===== src/shared/ics_regs.vh =====
// Register map, command codes and field constants of the command sequencer
`ifndef ICS_REGS_VH
`define ICS_REGS_VH
// ==========================================
// Register offsets (byte addresses)
`define ICS_A_CMD      8'h00
`define ICS_A_STATUS   8'h04
`define ICS_A_SETUP    8'h08
`define ICS_A_OUTQ     8'h0C
`define ICS_A_IRQ_ST   8'h10
`define ICS_A_IRQ_MSK  8'h14
`define ICS_A_READING  8'h18
`define ICS_A_EVENT    8'h1C
// ==========================================
// Command codes, CMD register bits 3:0, slot in bits 5:4
`define ICS_C_OPC      4'h1
`define ICS_C_OPCQ     4'h2
`define ICS_C_SAV      4'h3
`define ICS_C_RCL      4'h4
`define ICS_C_RST      4'h5
`define ICS_C_TRG      4'h6
`define ICS_C_TST      4'h7
`define ICS_C_WAI      4'h8
`define ICS_C_CONF     4'h9
`define ICS_C_FETCH    4'hA
`define ICS_C_READ     4'hB
`define ICS_C_MEAS     4'hC
`define ICS_C_INIT     4'hD
`define ICS_C_ABORT    4'hE
`define ICS_C_PRESET   4'hF
`define ICS_CMD_W      4
`define ICS_SLOT_LSB   4
`define ICS_SLOT_MSB   5
// ==========================================
// Setup word fields
`define ICS_SETUP_W    16
`define ICS_F_ARMSRC   0
`define ICS_F_TRGSRC   1
`define ICS_F_MATH     2
`define ICS_F_BUFEN    3
`define ICS_F_AZERO    4
`define ICS_F_FUNC     5
`define ICS_F_ACNT_L   8
`define ICS_F_ACNT_H   11
`define ICS_F_TCNT_L   12
`define ICS_F_TCNT_H   15
`define ICS_RST_SETUP  16'h1110
`define ICS_PRE_SETUP  16'h1130
`define ICS_CONF_MASK  16'h00E0
`define ICS_CONF_SET   16'h1130
// ==========================================
// Output queue codes and misc
`define ICS_ASCII_ONE  8'h31
`define ICS_TST_PASS   8'h30
`define ICS_TST_FAIL   8'h31
`define ICS_Q_DEPTH    8
`define ICS_Q_AW       3
`define ICS_SLOTS      3
`define ICS_SLOT_MAX   2'h2
`define ICS_ESR_OPC    0
`define ICS_IRQ_OPC    0
`define ICS_IRQ_OUTQ   1
`define ICS_IRQ_RCLE   2
`define ICS_IRQ_W      3
`endif


===== src/rtl/ics_setup_mem.v =====
// Three-slot setup store with registered read data
`timescale 1ns/100ps
`include "ics_regs.vh"
module ics_setup_mem
(
    // Clock and reset
    input  wire                       clk,
    input  wire                       arst_n,
    // Access
    input  wire                       wr_en,
    input  wire [1:0]                 addr,
    input  wire [`ICS_SETUP_W-1:0]    wdata,
    output reg  [`ICS_SETUP_W-1:0]    rdata_q
);
    reg [`ICS_SETUP_W-1:0] mem_q [0:`ICS_SLOTS-1];
    integer i;
    // ==========================================
    // Storage
    always @(posedge clk or negedge arst_n)
    begin
        if (!arst_n)
        begin
            for (i = 0; i < `ICS_SLOTS; i = i + 1)
                mem_q[i] <= `ICS_PRE_SETUP;
            rdata_q <= `ICS_PRE_SETUP;
        end
        else
        begin
            if (wr_en && addr <= `ICS_SLOT_MAX)
                mem_q[addr] <= wdata;
            if (addr <= `ICS_SLOT_MAX)
                rdata_q <= mem_q[addr];
            else
                rdata_q <= `ICS_PRE_SETUP;
        end
    end
endmodule


===== src/rtl/ics_sequencer.v =====
// Command sequencer: hold queue, operation complete, setups, self-test
// Notes on behaviour
// - OPC sets completion event bit after all pending operations finish.
// - OPC query queues ASCII 1 after all pending operations finish.
// - While active, commands are held except clears, preset, reset, trigger, abort.
// - On return to idle, held commands run; completion after the last.
// - Three setup slots 0 to 2; save stores, recall restores.
// - Saved setup holds every control that reset defaults.
// - Failed recall loads preset values; slots start at preset values.
// - Reset restores defaults, drops pending commands and owed completion answers.
// - Trigger command equals bus trigger; honoured only with bus arm source.
// - Self-test checksums ROM, queues 0 pass or 1 fail.
// - Wait-to-continue does nothing.
// - Configure runs now if idle, else deferred until idle.
// - Configure sets function, immediate sources, counts one, math off, autozero on.
// - Fetch returns latest readings, no measurement, no setup change.
// - Read does initiate then fetch, waiting for idle first.
// - Measure runs configure then read, in order.
`timescale 1ns/100ps
`include "ics_regs.vh"
module ics_sequencer
(
    // Clock and reset
    input  wire        clk,
    input  wire        arst_n,
    // Register port
    input  wire [7:0]  addr,
    input  wire [31:0] wdata,
    input  wire        wr,
    input  wire        rd,
    output reg  [31:0] rdata_q,
    // Bus events (pins)
    input  wire        dev_clear_pin,
    input  wire        get_pin,
    input  wire        talk_pin,
    // Trigger model and measurement core
    input  wire        meas_done,
    input  wire        rom_sum_ok,
    input  wire [31:0] reading,
    output reg         init_pulse_q,
    output reg         abort_pulse_q,
    output reg         bus_trig_q,
    output reg         buf_abort_q,
    output reg  [15:0] setup_q,
    // Output queue to bus
    output reg  [7:0]  outq_data_q,
    output reg         outq_valid_q,
    // Interrupt
    output wire        irq
);
    // ==========================================
    // Pin synchronisers
    reg [1:0] dcl_s_q, get_s_q, talk_s_q;
    reg       get_d_q, talk_d_q;
    always @(posedge clk or negedge arst_n)
    begin
        if (!arst_n)
        begin
            dcl_s_q  <= 2'h0;
            get_s_q  <= 2'h0;
            talk_s_q <= 2'h0;
            get_d_q  <= 1'b0;
            talk_d_q <= 1'b0;
        end
        else
        begin
            dcl_s_q  <= {dcl_s_q[0], dev_clear_pin};
            get_s_q  <= {get_s_q[0], get_pin};
            talk_s_q <= {talk_s_q[0], talk_pin};
            get_d_q  <= get_s_q[1];
            talk_d_q <= talk_s_q[1];
        end
    end
    wire get_ev  = get_s_q[1] & ~get_d_q;
    wire talk_ev = talk_s_q[1] & ~talk_d_q;
    wire dcl     = dcl_s_q[1];

    // ==========================================
    // Command decode
    wire       cmd_wr   = wr && addr == `ICS_A_CMD;
    wire [3:0] cmd_in   = wdata[`ICS_CMD_W-1:0];
    wire [1:0] slot_in  = wdata[`ICS_SLOT_MSB:`ICS_SLOT_LSB];
    // immediate class, trigger acts like bus trigger
    wire       cmd_imm  = cmd_in == `ICS_C_RST || cmd_in == `ICS_C_ABORT ||
                          cmd_in == `ICS_C_PRESET || cmd_in == `ICS_C_TRG;
    reg        active_q;
    reg  [5:0] q_mem [0:`ICS_Q_DEPTH-1];
    reg  [2:0] wp_q, rp_q;
    reg  [3:0] cnt_q;
    wire       q_empty  = cnt_q == 4'h0;
    wire       q_full   = cnt_q == `ICS_Q_DEPTH;
    wire       hold     = cmd_wr && !cmd_imm && (active_q || !q_empty);
    reg        busy_q;
    wire       pop      = !active_q && !q_empty && !busy_q;
    wire       direct   = cmd_wr && !hold;
    wire [5:0] ex_word  = direct ? wdata[5:0] : q_mem[rp_q];
    wire       ex_go    = direct || pop;
    wire [3:0] ex_cmd   = ex_word[3:0];
    wire [1:0] ex_slot  = ex_word[5:4];
    wire       do_rst   = ex_go && ex_cmd == `ICS_C_RST;
    wire       flush    = do_rst || dcl;

    // ==========================================
    // Hold FIFO
    always @(posedge clk or negedge arst_n)
    begin
        if (!arst_n)
        begin
            wp_q  <= 3'h0;
            rp_q  <= 3'h0;
            cnt_q <= 4'h0;
        end
        else if (flush)
        begin
            wp_q  <= 3'h0;
            rp_q  <= 3'h0;
            cnt_q <= 4'h0;
        end
        else
        begin
            if (hold && !q_full)
                wp_q <= wp_q + 3'h1;
            if (pop && !direct)
                rp_q <= rp_q + 3'h1;
            cnt_q <= cnt_q + {3'h0, hold && !q_full} - {3'h0, pop && !direct};
        end
    end
    always @(posedge clk)
    begin
        if (hold && !q_full)
            q_mem[wp_q] <= wdata[5:0];
    end

    // ==========================================
    // Execution
    reg         mem_wr;
    reg  [1:0]  mem_addr_q;
    wire [15:0] mem_rdata;
    reg         rcl_q, read_after_q, fetch_q;
    reg         opc_pend_q, opcq_pend_q;
    reg         esr_opc_q;
    reg  [31:0] reading_q;
    reg  [2:0]  irq_st_q, irq_msk_q;
    reg         rcl_err;
    wire        arm_bus = setup_q[`ICS_F_ARMSRC];
    wire        outq_pop = talk_ev && outq_valid_q;
    wire        rcl_bad = ex_go && ex_cmd == `ICS_C_RCL && ex_slot > `ICS_SLOT_MAX;
    always @*
    begin
        mem_wr  = ex_go && ex_cmd == `ICS_C_SAV && ex_slot <= `ICS_SLOT_MAX;
        rcl_err = rcl_bad;
    end

    ics_setup_mem u_mem
    (
        .clk    (clk),
        .arst_n (arst_n),
        .wr_en  (mem_wr),
        .addr   (ex_go ? ex_slot : mem_addr_q),
        .wdata  (setup_q),
        .rdata_q(mem_rdata)
    );

    always @(posedge clk or negedge arst_n)
    begin
        if (!arst_n)
        begin
            setup_q      <= `ICS_RST_SETUP;
            active_q     <= 1'b0;
            busy_q       <= 1'b0;
            rcl_q        <= 1'b0;
            read_after_q <= 1'b0;
            fetch_q      <= 1'b0;
            mem_addr_q   <= 2'h0;
            opc_pend_q   <= 1'b0;
            opcq_pend_q  <= 1'b0;
            esr_opc_q    <= 1'b0;
            init_pulse_q <= 1'b0;
            abort_pulse_q<= 1'b0;
            bus_trig_q   <= 1'b0;
            buf_abort_q  <= 1'b0;
            outq_data_q  <= 8'h00;
            outq_valid_q <= 1'b0;
            reading_q    <= 32'h0;
        end
        else
        begin
            init_pulse_q  <= 1'b0;
            abort_pulse_q <= 1'b0;
            bus_trig_q    <= 1'b0;
            buf_abort_q   <= 1'b0;
            rcl_q         <= 1'b0;
            busy_q        <= 1'b0;
            if (ex_go)
                mem_addr_q <= ex_slot;
            // Direct setup write; commands below take priority
            if (wr && addr == `ICS_A_SETUP)
                setup_q <= wdata[`ICS_SETUP_W-1:0];
            if (outq_pop)
                outq_valid_q <= 1'b0;
            if (meas_done)
            begin
                active_q  <= 1'b0;
                reading_q <= reading;
            end
            // bus trigger when arm source bus
            if (get_ev && arm_bus && active_q)
                bus_trig_q <= 1'b1;
            if (rcl_q)
                setup_q <= mem_rdata;
            if (fetch_q && !active_q)
            begin
                fetch_q      <= 1'b0;
                outq_data_q  <= reading_q[7:0];
                outq_valid_q <= 1'b1;
            end
            if (read_after_q && !active_q)
            begin
                read_after_q <= 1'b0;
                init_pulse_q <= 1'b1;
                active_q     <= 1'b1;
                fetch_q      <= 1'b1;
                busy_q       <= 1'b1;
            end
            // Software clear first, a completion in the same cycle wins
            if (wr && addr == `ICS_A_EVENT && wdata[`ICS_ESR_OPC])
                esr_opc_q <= 1'b0;
            if (!active_q && q_empty && !read_after_q && !fetch_q)
            begin
                if (opc_pend_q)
                    esr_opc_q <= 1'b1;
                if (opcq_pend_q)
                begin
                    outq_data_q  <= `ICS_ASCII_ONE;
                    outq_valid_q <= 1'b1;
                end
                opc_pend_q  <= 1'b0;
                opcq_pend_q <= 1'b0;
            end
            if (ex_go)
            begin
                case (ex_cmd)
                    `ICS_C_OPC:   opc_pend_q  <= 1'b1;
                    `ICS_C_OPCQ:  opcq_pend_q <= 1'b1;
                    `ICS_C_RCL:
                    begin
                        if (rcl_bad)
                            setup_q <= `ICS_PRE_SETUP;
                        else
                            rcl_q <= 1'b1;
                    end
                    `ICS_C_PRESET: setup_q <= `ICS_PRE_SETUP;
                    `ICS_C_TRG:
                    begin
                        if (arm_bus && active_q)
                            bus_trig_q <= 1'b1;
                    end
                    `ICS_C_TST:
                    begin
                        outq_data_q  <= rom_sum_ok ? `ICS_TST_PASS : `ICS_TST_FAIL;
                        outq_valid_q <= 1'b1;
                    end
                    `ICS_C_WAI:   busy_q <= 1'b0;
                    `ICS_C_CONF, `ICS_C_MEAS:
                    begin
                        setup_q     <= (setup_q & `ICS_CONF_MASK) | `ICS_CONF_SET;
                        active_q    <= 1'b0;
                        buf_abort_q <= setup_q[`ICS_F_BUFEN];
                        if (ex_cmd == `ICS_C_MEAS)
                            read_after_q <= 1'b1;
                    end
                    `ICS_C_FETCH: fetch_q      <= 1'b1;
                    `ICS_C_READ:  read_after_q <= 1'b1;
                    `ICS_C_INIT:
                    begin
                        init_pulse_q <= 1'b1;
                        active_q     <= 1'b1;
                    end
                    `ICS_C_ABORT:
                    begin
                        abort_pulse_q <= 1'b1;
                        active_q      <= 1'b0;
                    end
                    default:      busy_q <= 1'b0;
                endcase
            end
            // reset defaults and drop owed answers
            if (do_rst || dcl)
            begin
                setup_q      <= `ICS_RST_SETUP;
                active_q     <= 1'b0;
                opc_pend_q   <= 1'b0;
                opcq_pend_q  <= 1'b0;
                read_after_q <= 1'b0;
                fetch_q      <= 1'b0;
                abort_pulse_q<= 1'b1;
            end
        end
    end

    // ==========================================
    // Interrupt status, set wins over clear
    wire [2:0] irq_set = {rcl_err, fetch_q && !active_q,
                          (opc_pend_q && !active_q && q_empty && !read_after_q && !fetch_q)};
    always @(posedge clk or negedge arst_n)
    begin
        if (!arst_n)
        begin
            irq_st_q  <= 3'h0;
            irq_msk_q <= 3'h0;
        end
        else
        begin
            if (wr && addr == `ICS_A_IRQ_MSK)
                irq_msk_q <= wdata[`ICS_IRQ_W-1:0];
            irq_st_q <= (irq_st_q & ~((wr && addr == `ICS_A_IRQ_ST) ? wdata[`ICS_IRQ_W-1:0] : 3'h0))
                        | irq_set;
        end
    end
    assign irq = |(irq_st_q & irq_msk_q);

    // ==========================================
    // Read port
    always @(posedge clk or negedge arst_n)
    begin
        if (!arst_n)
            rdata_q <= 32'h0;
        else if (rd)
        begin
            case (addr)
                `ICS_A_STATUS:  rdata_q <= {24'h0, cnt_q, opcq_pend_q, opc_pend_q, q_full, active_q};
                `ICS_A_SETUP:   rdata_q <= {16'h0, setup_q};
                `ICS_A_OUTQ:    rdata_q <= {23'h0, outq_valid_q, outq_data_q};
                `ICS_A_IRQ_ST:  rdata_q <= {29'h0, irq_st_q};
                `ICS_A_IRQ_MSK: rdata_q <= {29'h0, irq_msk_q};
                `ICS_A_READING: rdata_q <= reading_q;
                `ICS_A_EVENT:   rdata_q <= {31'h0, esr_opc_q};
                default:        rdata_q <= 32'h0;
            endcase
        end
        else
            rdata_q <= 32'h0;
    end
endmodule


===== config.mk =====
export PLATFORM = sky130hd
export DESIGN_NAME = ics_sequencer
export DESIGN_NICKNAME = d
export VERILOG_FILES = /design/src/rtl/ics_setup_mem.v /design/src/rtl/ics_sequencer.v
export VERILOG_INCLUDE_DIRS = /design/src /design/src/shared
export SDC_FILE = /design/constraint.sdc
export NUM_CORES = 1
export LEC_CHECK = 0
export BUFFER_PORTS_ARGS = -buffer_cell sky130_fd_sc_hd__clkbuf_2
export CAP_MARGIN = 25
export CORE_MARGIN = 3
export CORE_UTILIZATION = 29
export CTS_BUF_LIST = sky130_fd_sc_hd__clkbuf_4
export DETAILED_ROUTE_END_ITERATION = 16
export GPL_ROUTABILITY_DRIVEN = 0
export PLACE_DENSITY_LB_ADDON = 0.08
export SLEW_MARGIN = 20
export SYNTH_ARGS = -nofsm -noshare
export SYNTH_HDL_FRONTEND = slang
export SYNTH_HIERARCHICAL = 1
export SYNTH_SLANG_ARGS = --single-unit

===== constraint.sdc =====
create_clock -name clk -period 3 [get_ports clk]
set_input_delay 0.45 -clock clk [delete_from_list [all_inputs] [get_ports clk]]
set_output_delay 0.45 -clock clk [all_outputs]
set_load 0.05 [all_outputs]

# --- Word-level counts from Yosys, hierarchy flattened ---
# Memory sizes are Yosys's and may differ from the RTL's.
# Index checks and enable logic that the tools add are counted.
totals:
  regBits: 191
  ramBits: 48
  inputBits: 81
  out_inout_bits: 62
  elab_cells: 215
  n_memories: 1
memory_table:
  columns: ["name", "words", "width", "rd", "rd_clocked_by_memory_dff", "write_ports", "line", "source"]
  rows:
  - ["q_mem", 8, 6, 1, 0, 1, "ics_sequencer.v:87", "reg [5:0] q_mem [0:`ICS_Q_DEPTH-1];"]
op_classes:
  add_sub_neg: 4
  order_cmp: 5
  eq_ne: 27
  n_mux: 80
  bitwise_logic: 9
  n_reduce_logical: 56
ops:
  columns: ["cell", "n"]
  rows:
  - ["$pmux W32 S7", 1]
  - ["$mux W16", 9]
  - ["$mux W1", 50]
  - ["$bwmux W48", 1]
  - ["$pmux W16 S3", 1]
  - ["$eq A4 B4 Y1 const B", 10]
  - ["$mux W8", 5]
  - ["$logic_and A1 B1 Y1", 33]
  - ["$bmux W16 S2", 1]
  - ["$demux W16 S2", 1]
  - ["$eq A8 B5 Y1 const B", 4]
  - ["$mux W32", 1]
  - ["$eq A4 B3 Y1 const B", 6]
  - ["$eq A8 B4 Y1 const B", 2]
  - ["$mux W3", 5]
  - ["$reduce_or A12 Y1", 1]
  - ["$logic_not A1 Y1", 9]
  - ["$eq A4 B2 Y1 const B", 2]
  - ["$eq A8 B3 Y1 const B", 1]
  - ["$logic_not A8 Y1", 1]
  - ["$add A3 B1 Y3 const B", 2]
  - ["$and A3 B3 Y3", 2]
  - ["$logic_or A1 B1 Y1", 6]
  - ["$mux W6", 1]
  - ["20 further kinds", 26]

# --- Depth between registers and ports, before layout ---
# Gate-level depths: netlist (run 1).
logic_depth:
  depth_word: 17
  mapped_depth: 14

# --- Cells and area by module ---
# The synthesis (run 1) kept the hierarchy.
by_module_without_submodules:
  columns: ["mod", "instances", "cells_per_inst", "area_each_um2", "seq_area_each_um2"]
  rows:
  - ["ics_sequencer", 1, 599, 7518.5, 4623.2]
  - ["ics_setup_mem", 1, 157, 2603.7, 1621.6]

# --- Worst setup path before layout (run 1) ---
# OpenSTA, ideal clock, no wires.
synth_path:
  path_kind: "register to register"
  from: "reg cnt_q[2]"
  to: "reg u_mem/mem_q[38] in the netlist's numbering"
  setup_ps: 125
  arrival_ps: 3179
  required_time_ps: 2875
  path_slack_ps: -303
  stages_incl_launch_ff: 13
  n_path_buf: 2
  path_cell_list: "dfrtp_1 inv_1 ha_1 or4b_4 o211ai_1 nand2b_1 o21ai_0 buf_1 and3_1 and3_1 nor3b_4 buf_8 mux2_2"
synth_between:
  elab_cells_between_ends: 24
  classes_between: "order compare (4); eq/ne (1); mux (5); bitwise (1); reduce/logical (13)"
synth_lines:
  columns: ["item", "line", "source"]
  rows:
  - ["from (decl)", "ics_sequencer.v:89", "reg [3:0] cnt_q;"]
  - ["from (signal assigned)", "ics_sequencer.v:125", "cnt_q <= cnt_q + {3'h0, hold && !q_full} - {3'h0, pop && !direct};"]
  - ["$logic_not A4 Y1 *", "ics_sequencer.v:90", "wire q_empty = cnt_q == 4'h0;"]
  - ["$logic_not A1 Y1 *", "ics_sequencer.v:92, ics_sequencer.v:94", null]
  - ["$logic_or A1 B1 Y1", "ics_sequencer.v:92", "wire hold = cmd_wr && !cmd_imm && (active_q || !q_empty);"]
  - ["$logic_and A1 B1 Y1", "ics_sequencer.v:92", null]
  - ["$logic_not A1 Y1", "ics_sequencer.v:95", "wire direct = cmd_wr && !hold;"]
  - ["$logic_and A1 B1 Y1", "ics_sequencer.v:95", null]
  - ["$mux W6", "ics_sequencer.v:96", "wire [5:0] ex_word = direct ? wdata[5:0] : q_mem[rp_q];"]
  - ["$eq A4 B2 Y1 (no line)", null, null]
  - ["$logic_and A1 B1 Y1 (no line)", null, null]
  - ["$logic_and A1 B1 Y1 (no line) *", null, null]
  - ["via mem_wr", "ics_sequencer.v:136", "reg mem_wr;"]
  - ["$logic_and A1 B1 Y1 (no line) *", null, null]
  - ["to (signal, indexed assignment)", "ics_setup_mem.v:24", "mem_q[i] <= `ICS_PRE_SETUP;"]
  - ["to (signal, indexed assignment)", "ics_setup_mem.v:30", "mem_q[addr] <= wdata;"]
  - ["to (decl)", "ics_setup_mem.v:15", "reg [`ICS_SETUP_W-1:0] mem_q [0:`ICS_SLOTS-1];"]
# The timed path passes the listed nets; every way through them passes the cells marked *.
# A chain may end at the register's enable or synchronous reset.

# --- Worst setup path after layout (run 1) ---
layout_path:
  from: "reg cnt_q[2]"
  to: "reg u_mem/mem_q[41] in the netlist's numbering"
# The elaborated chain is that of the path after synthesis.

==> impl_metrics.ini, run 1 <==
[run_status]
status = finished clean

[die]
die_w_um = 192.8
die_area_um2 = 37180
start_util_pct = 29.81
rows = 67
dieHeight_um = 192.8
io_pins = 143
core_um2 = 33950

[timing]
rsz0062_at_grt = true
setup_ws_ns = 0.004795
fmax_ghz = 0.3339
finalHoldViolations = 0
period_needed_ns = 2.995
slew_headroom_pct = 51.24
setup_viol = 0
skew_ns = 0.03953
tightestPinTransition_ns = 0.7299
maxSlewViolCount = 0
post-route-period-util_pct = 99.84

[cells_and_area]
regArea_um2 = 6245
nets = 1140
area_growth_pct = 33.37
drive_gt1_share_pct = 45.61
n_fill_cell = 3370
utilization_pct = 39.76
multi_input_area_um2 = 3796

[grt]
grt_usage_pct = 16.44
grt_pass1_wl_um = 45890
antenna_found_initial = 2
grt_start_max_net_pins = 81
grt_overflow = 0
grt_pass1_vias = 7761

[worst_hold_path]
hold_depth = 2
worstHoldEndpoint = reading_q[7]
min_path_type = input pin to flip-flop
hold_path.startpoint = reading[7]

[synth]
synthTopCellsByCount = 172 x dfrtp_1, 91 x mux2_2, 58 x nor2_1, 48 x edfxtp_1, 46 x nand2_1
synth_ff_type = dfrtp_1
yosysTopAreaCellShare_pct = 42.52
async_flop_share_pct = 79.92
synth_edf_count = 48
synth.most_common_cell = dfrtp_1
synth.distinct_cells = 60
netlist_area_um2 = 10120
synth_seq_cells = 239
synth.avg_cell_area_um2 = 13.39
yosys_warnings = 6
seq_area_frac_synth_pct = 61.69
synth_area_leaders = dfrtp_1 43%, edfxtp_1 14%, mux2_2 10%
synth_top_area_cell = dfrtp_1
syn_inst = 756
syn-num-nets = 846

[clock_tree]
cts_tree = yes
cts_buffers = 72
clock_path_buffers = 3
clk_pin_slew_ns = 0.06
clock-sinks = 239
clk_latency_ns = 0.68
htree_levels = 3
clockRootBuffer = clkbuf_4

[critical_path]
endpoint_kind = flip-flop
cp.arrival_ns = 3.54
crit_start = cnt_q[2]
worst-endpoint-required_ns = 3.54
cp_max_fo = 8
worst_r2r_endpoint = u_mem/mem_q[41]
critical_path_class = flip-flop to flip-flop
r2r_cells = 12
r2r_setup_slack_ns = 0.005
critPathLaunchType = flip-flop
timing.rr.start = cnt_q[2]

[detailed_routing]
drt_wl_total_um = 30180
viasPerCell = 4.666
vias = 7251
wl_per_cell_um = 19.42
drtPass1Iterations = 5
ant_nets = 0
dr.first_iter.drc_count = 345
drc_errors = 0

[power]
power_density_nw_per_um2 = 785.3
peakVddDrop_mv = 0.3333
leakage_uw = 0.006161

[placed_design]
dp_slack_ns = -0.1347
hpwl_um = 20630
portBuffers = 126

[flow_run]
cap_violations = 0
## worst max-delay path by stage
stage,end,slack [ns],cells past startpoint
global route,u_mem/mem_q[46],-0.07,12
finish,u_mem/mem_q[41],0.005,12
detailed placement,u_mem/mem_q[35],-0.13,12
floorplan,u_mem/mem_q[38],0.008,12
global placement,u_mem/mem_q[42],-0.14,12
CTS,u_mem/mem_q[45],0.007,12
## timing repair
item                       4_1_cts  5_1_grt
setup endpoints to repair        2       65
gates resized for setup          3       33
pin swaps                        0        7
gates cloned                     0        1
hold buffers                    34        0
hold endpoints to repair       106        0
buffers inserted                 1        7
## sequential cells by signal (all words and copies together), names as in the netlist, 3 cells and up
register / flops
rdata_q: 32
cnt_q: 4
rp_q: 3
q_mem: 48
u_mem/rdata_q: 16
irq_st_q: 3
irq_msk_q: 3
setup_q: 16
reading_q: 32
u_mem/mem_q: 48
outq_data_q: 8
wp_q: 3
## critical path: stages (launching register included)
cell and delay (ns):
dfrtp_1 0.38, inv_2 0.08, ha_4 0.13, or4b_4 0.49, o211ai_1 0.13, nand2b_1 0.17
buf_4 0.18, nand2_2 0.06, and3_4 0.19, and3_4 0.22, nor3b_4 0.32, clkbuf_16 0.25
mux2_4 0.30
## metal layers
layer / global-route usage [%] / vias up / wire length, um
met5: 0 / - / 8
met4: 5.716 / 2 / 725
met3: 4.196 / 55 / 1396
met2: 26.03 / 156 / 14270
met1: 21.90 / 3641 / 13780
li1: - / 3397 / -
## stage by stage
stage | power, uW | hold slack, ns | instance area (um2) | std cells | TNS (ns)
final | 10600 | 0.08136 | 13500 | 1554 | 0
after global routing | 11270 | 0.01034 | 13500 | 1554 | -0.7244
after detailed placement | 7199 | 0.3451 | 11950 | 1381 | -5.227
after CTS | 10670 | 0.007197 | 13280 | 1545 | 0
after floorplan | 5902 | 0.1544 | 10160 | 756 | 0
after global placement | 7212 | 0.3436 | 11950 | 1381 | -4.951
## placed cells by master, fill, tap and decap left out, types with 5 or more instances in the layout
master         count
dfrtp_1          172
clkbuf_2         125
clkbuf_4         113
buf_4             84
mux2_2            77
nor2_1            55
edfxtp_1          48
nand2_1           45
a21oi_1           37
dlygate4sd3_1     34
a22oi_1           29
mux2i_1           27
nand3_1           20
dfstp_2           19
and3_1            18
mux2_4            14
nand2b_1          12
inv_1             12
mux4_2            12
o2bb2ai_1         12
buf_12            11
o21ai_0            9
clkinv_1           9
o21ai_2            7
ha_1               7
nor3_1             6
and2_1             5
inv_2              5
## area by class of cell
class | instances | share of cell area, %
Inverter | 14 | 0.3893
Antenna cell | 1 | 0.01854
Multi-Input combinational cell | 465 | 28.12
Timing Repair Buffer | 258 | 13.91
Clock buffer | 113 | 6.284
Clock inverter | 16 | 0.8712
Sequential cell | 239 | 46.26
Tap cell | 448 | 4.152
## kinds of logic after synthesis
group           after synthesis  share of synthesized area (%)
xor+xnor                      5                         0.4327
compound gates              124                          8.430
fa+ha+maj                     9                          1.187
flops                       239                          61.69
simple gates                193                          9.741
buf+inv                      52                          2.657
mux                         134                          15.86
## power breakdown
| part | switching [uW] | internal, uW | total (uW) |
|---|---|---|---|
| Combinational | 1860 | 1530 | 3390 |
| Sequential | 216 | 3700 | 3920 |
| Clock | 1420 | 1880 | 3300 |
| Total | 3500 | 7110 | 10600 |
(Power assumes the default switching activity.)
==> run 2, diff against run 1 <==
RECOVER_POWER = 100   (was default)
==> run 2 against run 1 <==
Against the previous run:
- critical path depth is the same
- utilization shrank 0.39 points
- highest routed layer unchanged
- register-to-register slack is essentially flat
- worst setup slack gained 0.0039 ns
- largest cell class unchanged
- non-clock buffer count is the same
- count of clock-buffer cells in the layout is the same
- largest power group unchanged
- final area shrank 0.97%
- the run now ends with capacitance limit, slew limit left
- clock skew is essentially flat
- fmax grew 0.13%
- critical path type unchanged
- clock power is essentially flat
==> impl_metrics.ini, run 2 (same netlist as run 1, synthesis figures left out) <==
[cells_and_area]
layout_common_cells = 172 x dfrtp_1, 114 x clkbuf_4, 78 x clkbuf_2
area_growth_pct = 32.08
regArea_um2 = 6245
multi_input_area_um2 = 3791
mostFrequentLayoutCell = dfrtp_1
fin_cells = 1554
largestRegisters = q_mem (48), u_mem/mem_q (48)
utilization_pct = 39.38
nets = 1140
drive_gt1_share_pct = 40.00
n_fill_cell = 3397

[timing]
rsz0062_at_grt = true
slew_headroom_pct = -39.50
maxSlewViolCount = 81
tightestPinTransition_ns = 2.093
period_needed_ns = 2.991
skew_ns = 0.03974
fmax_ghz = 0.3343
finalHoldViolations = 0
post-route-period-util_pct = 99.71
setup_viol = 0

[detailed_routing]
drtPass1Iterations = 6
dr.first_iter.drc_count = 317
wl_per_cell_um = 19.42
ant_nets = 0
vias = 7234
viasPerCell = 4.655
drt_wl_total_um = 30180
drc_errors = 0

[clock_tree]
cts_tree = yes
clk_pin_slew_ns = 0.06
cts_buffers = 72
clock-sinks = 239
clk_latency_ns = 0.68
clock_path_buffers = 3
htree_levels = 3
clockRootBuffer = clkbuf_4

[placed_design]
place_inst = 1381
portBuffers = 126
hpwl_um = 20630

[grt]
grt_pass1_wl_um = 45890
grt_overflow = 0
grt_pass1_vias = 7761
grt_start_max_net_pins = 81
antenna_found_initial = 2
grt_usage_pct = 16.44

[die]
rows = 67
dieHeight_um = 192.8
io_pins = 143
die_area_um2 = 37180
die_w_um = 192.8
start_util_pct = 29.81
core_um2 = 33950

[critical_path]
cp_max_fo = 8
critPathLaunchType = flip-flop
critical_path_class = flip-flop to flip-flop
endpoint_kind = flip-flop
worst-endpoint-required_ns = 3.55
cp.arrival_ns = 3.54

[flow_run]
cap_violations = 1

[power]
peakVddDrop_mv = 0.3291
leakage_uw = 0.005945
p_total_uw = 10580
power_density_nw_per_um2 = 791.2

[worst_hold_path]
min_path_type = input pin to flip-flop

[run_status]
status = complete, but fails checks
violations = capacitance limit, slew limit
[run 2: changes by cell type in the layout (fill, tap and decap cells not counted), moves of 2 or more]
cell / delta
clkbuf_1: +60
clkbuf_2: -47
buf_4: -12
nor2_1: +2
nor2_2: -2
[run 2: final timing paths]
kind | start | end | slack [ns] | cells after the start
min reg2reg | talk_s_q[0] | talk_s_q[1] | 0.35 | 0
max | cnt_q[2] | u_mem/mem_q[41] | 0.009 | 12
max reg2reg | cnt_q[2] | u_mem/mem_q[41] | 0.009 | 12
min | reading[7] | reading_q[7] | 0.08 | 2
min in group asynchronous | arst_n | rdata_q[11] | 0.93 | 2
max in group asynchronous | arst_n | rdata_q[15] | 0.41 | 3
[run 2: what timing repair did]
item	4_1_cts	5_1_grt
endpoints found under the hold margin	106	0
buffers inserted	1	7
hold buffers	34	0
resized for setup	3	33
pin swaps	0	7
endpoints found under the setup margin	2	65
cloned	0	1
[run 2: critical path: stages, from the launching register on]
cell       delay (ns)
dfrtp_1          0.38
inv_2            0.08
ha_4             0.13
or4b_4           0.48
o211ai_1         0.13
nand2b_1         0.17
buf_4            0.18
nand2_2          0.06
and3_4           0.19
and3_4           0.22
nor3b_4          0.32
clkbuf_16        0.25
mux2_4           0.30
[run 2: area by class of cell]
cell class	count	area share, %
Clock buffer	113	6.345
Sequential cell	239	46.71
Inverter	14	0.3931
Multi-Input combinational cell	465	28.36
Clock inverter	16	0.8797
Timing Repair Buffer	258	13.10
Tap cell	448	4.193
Antenna cell	1	0.01872
[run 2: stage by stage]
step                setup TNS, ns  worst slack, ns  hold WS [ns]  cell area, um2
global placement           -4.951          -0.1424        0.3436           11950
global route               -1.619         -0.06961       0.01028           13370
floorplan                       0         0.008419        0.1544           10160
detailed placement         -5.227          -0.1347        0.3451           11950
finish                          0         0.008688       0.07904           13370
CTS                             0         0.006845      0.007197           13280
[run 2: layer usage]
| layer | part of all wire (%) | vias up | global-route usage (%) | wire length (um) |
|---|---|---|---|---|
| li1 | - | 3401 | - | - |
| met1 | 45 | 3612 | 21.90 | 13550 |
| met2 | 48 | 168 | 26.03 | 14340 |
| met3 | 5.2 | 51 | 4.196 | 1580 |
| met4 | 2.3 | 2 | 5.716 | 699 |
| met5 | 0.027 | - | 0 | 8 |
[run 2: where the power goes]
group	switching, uW	internal [uW]	leakage, uW
clock	1430	1880	0.000579
combinational	1850	1500	0.00246
sequential	215	3700	0.00290
==> run 3, diff against run 2 <==
--- a/config.mk
+++ b/config.mk
@@ -8,6 +8,6 @@
 export LEC_CHECK = 0
-export BUFFER_PORTS_ARGS = -buffer_cell sky130_fd_sc_hd__clkbuf_2
+export BUFFER_PORTS_ARGS = -buffer_cell sky130_fd_sc_hd__buf_2
 export CAP_MARGIN = 25
 export CORE_MARGIN = 3
-export CORE_UTILIZATION = 29
+export CORE_UTILIZATION = 54
 export CTS_BUF_LIST = sky130_fd_sc_hd__clkbuf_4
==> constraint.sdc (replaced) <==
create_clock -name clk -period 3 [get_ports clk]
set_input_delay 0.6 -clock clk [delete_from_list [all_inputs] [get_ports clk]]
set_output_delay 0.6 -clock clk [all_outputs]
set_load 0.05 [all_outputs]
==> run 3 against run 2 <==
Against the previous run:
- the run still ends with capacitance limit, slew limit left
- via count fell by 0.91%
- combinational power fell by 6%
- flip-flop and latch count is the same
- total power down 8.3%
- final area decreased by 6.8%
- register-to-register slack better by 0.04 ns
- non-clock buffer count down 40
- critical endpoint is now u_mem/mem_q[38]
==> impl_metrics.ini, run 3 (same netlist as run 1, synthesis figures left out) <==
[timing]
whs_ns = 0.06712
maxSlewViolCount = 100
slew_headroom_pct = -33.27
fin_setup_tns_ns = 0
rsz0062_at_grt = true
fmax_ghz = 0.3391
period_needed_ns = 2.949
finalHoldViolations = 0
setup_viol = 0
post-route-period-util_pct = 98.31
tightestPinTransition_ns = 1.999
skew_ns = 0.03547

[placed_design]
portBuffers = 126
place_inst = 1152
hpwl_um = 17120

[grt]
grt_usage_pct = 24.13
grt_pass1_vias = 7462
grt_start_max_net_pins = 77
grt_overflow = 0
antenna_found_initial = 1
grt_pass1_wl_um = 38500

[critical_path]
critical_path_class = flip-flop to flip-flop
cp_max_fo = 8
r2r_setup_slack_ns = 0.05
cp.arrival_ns = 3.48
worst-endpoint-required_ns = 3.54
critPathLaunchType = flip-flop
endpoint_kind = flip-flop

[die]
core_um2 = 18210
rows = 49
dieHeight_um = 142.9
die_area_um2 = 20420
start_util_pct = 55.59
die_w_um = 142.9
io_pins = 143

[power]
comb_power_share_pct = 32.7
seqPwrFrac_pct = 40.4
swShare_pct = 32.92
leakage_uw = 0.005788
clock_power_share_pct = 26.9
peakVddDrop_mv = 0.4919
internal_power_uw = 6507
power_density_nw_per_um2 = 778.5
netSwitchingPower_uw = 3193

[detailed_routing]
dr.first_iter.drc_count = 521
vias = 7168
drc_errors = 0
drt_wl_total_um = 24780
ant_nets = 0
drtPass1Iterations = 5
viasPerCell = 5.635
wl_per_cell_um = 19.48

[cells_and_area]
drive_gt1_share_pct = 43.19
largestRegisters = q_mem (48), u_mem/mem_q (48)
n_fill_cell = 1366
area_growth_pct = 23.09
nets = 1087
layout_common_cells = 171 x dfrtp_1, 117 x buf_2, 93 x clkbuf_4
fin_cells = 1272
mostFrequentLayoutCell = dfrtp_1
utilization_pct = 68.43

[run_status]
violations = capacitance limit, slew limit
status = complete, but fails checks

[clock_tree]
clk_latency_ns = 0.65
clock_path_buffers = 3
cts_buffers = 59
clk_pin_slew_ns = 0.06
htree_levels = 2
clock-sinks = 239
clockRootBuffer = clkbuf_4
cts_tree = yes

[flow_run]
cap_violations = 2

[worst_hold_path]
min_path_type = input pin to flip-flop
==> run 3: changes by cell type in the layout (fill, tap and decap cells not counted), moves of 5 or more <==
cell	before	now
buf_2	0	117
clkbuf_2	78	1
clkbuf_1	60	13
dlygate4sd3_1	34	3
clkbuf_4	114	93
mux2_2	77	86
mux2_4	14	5
buf_12	10	4
buf_4	72	77
==> run 3: repair_timing <==
item / in CTS / in global routing
hold endpoints to repair: 54 / 1
cloned: 0 / 1
resized for setup: 2 / 19
pin swaps: 0 / 7
setup endpoints to repair: 11 / 40
setup buffers: 0 / 8
hold buffers: 2 / 1
==> run 3: critical path, cell delays in order (launching register included) <==
cell,delay [ns]
dfrtp_1,0.39
inv_2,0.07
ha_4,0.12
or4b_4,0.50
o211ai_1,0.15
nand2b_1,0.18
o21ai_2,0.18
and3_4,0.19
and3_4,0.21
nor3b_4,0.31
clkbuf_16,0.23
mux2_4,0.30
==> run 3: final cells by class <==
class	count	area [um2]	share of cell area, %
tap	229	286.5	2.300
sequential	239	6246	50.13
timing repair buffer	218	1375	11.04
clock buffer	92	690.7	5.543
multi-input combinational	465	3749	30.09
inverter	14	52.55	0.4218
antenna	1	2.502	0.02008
clock inverter	14	57.56	0.4619
==> run 3: final timing paths <==
kind	from	endpoint	depth (start not counted)
setup / recovery	cnt_q[3]	u_mem/mem_q[38]	11
hold / removal	talk_pin	talk_s_q[0]	1
setup reg to reg	cnt_q[3]	u_mem/mem_q[38]	11
hold reg to reg	talk_s_q[0]	talk_s_q[1]	0
max in group asynchronous	arst_n	reading_q[29]	3
min in group asynchronous	arst_n	irq_msk_q[1]	2
==> run 3: per-stage QoR <==
step	cell area, um2	setup slack (ns)	power, uW
floorplan	10160	0.008419	5903
global placement	11540	-0.1022	6907
detailed placement	11540	-0.1658	6996
CTS	12310	0.02262	9650
global route	12460	-0.03145	10240
finish	12460	0.05074	9700
==> run 3: layer usage <==
layer	vias up	share of wire (%)	track usage [%]
met2	214	51	40.21
met5	-	0	0
met3	45	5.6	4.756
met4	0	2.4	8.804
met1	3623	41	31.72
li1	3286	-	-
==> run 3: power groups by stage <==
stage | Clock (uW) | Combinational [uW] | Sequential (uW)
floorplan | 0 | 1780 | 4120
global placement | 0 | 2940 | 3970
detailed placement | 0 | 3010 | 3990
CTS | 2690 | 3030 | 3930
global route | 2870 | 3420 | 3960
finish | 2610 | 3170 | 3920
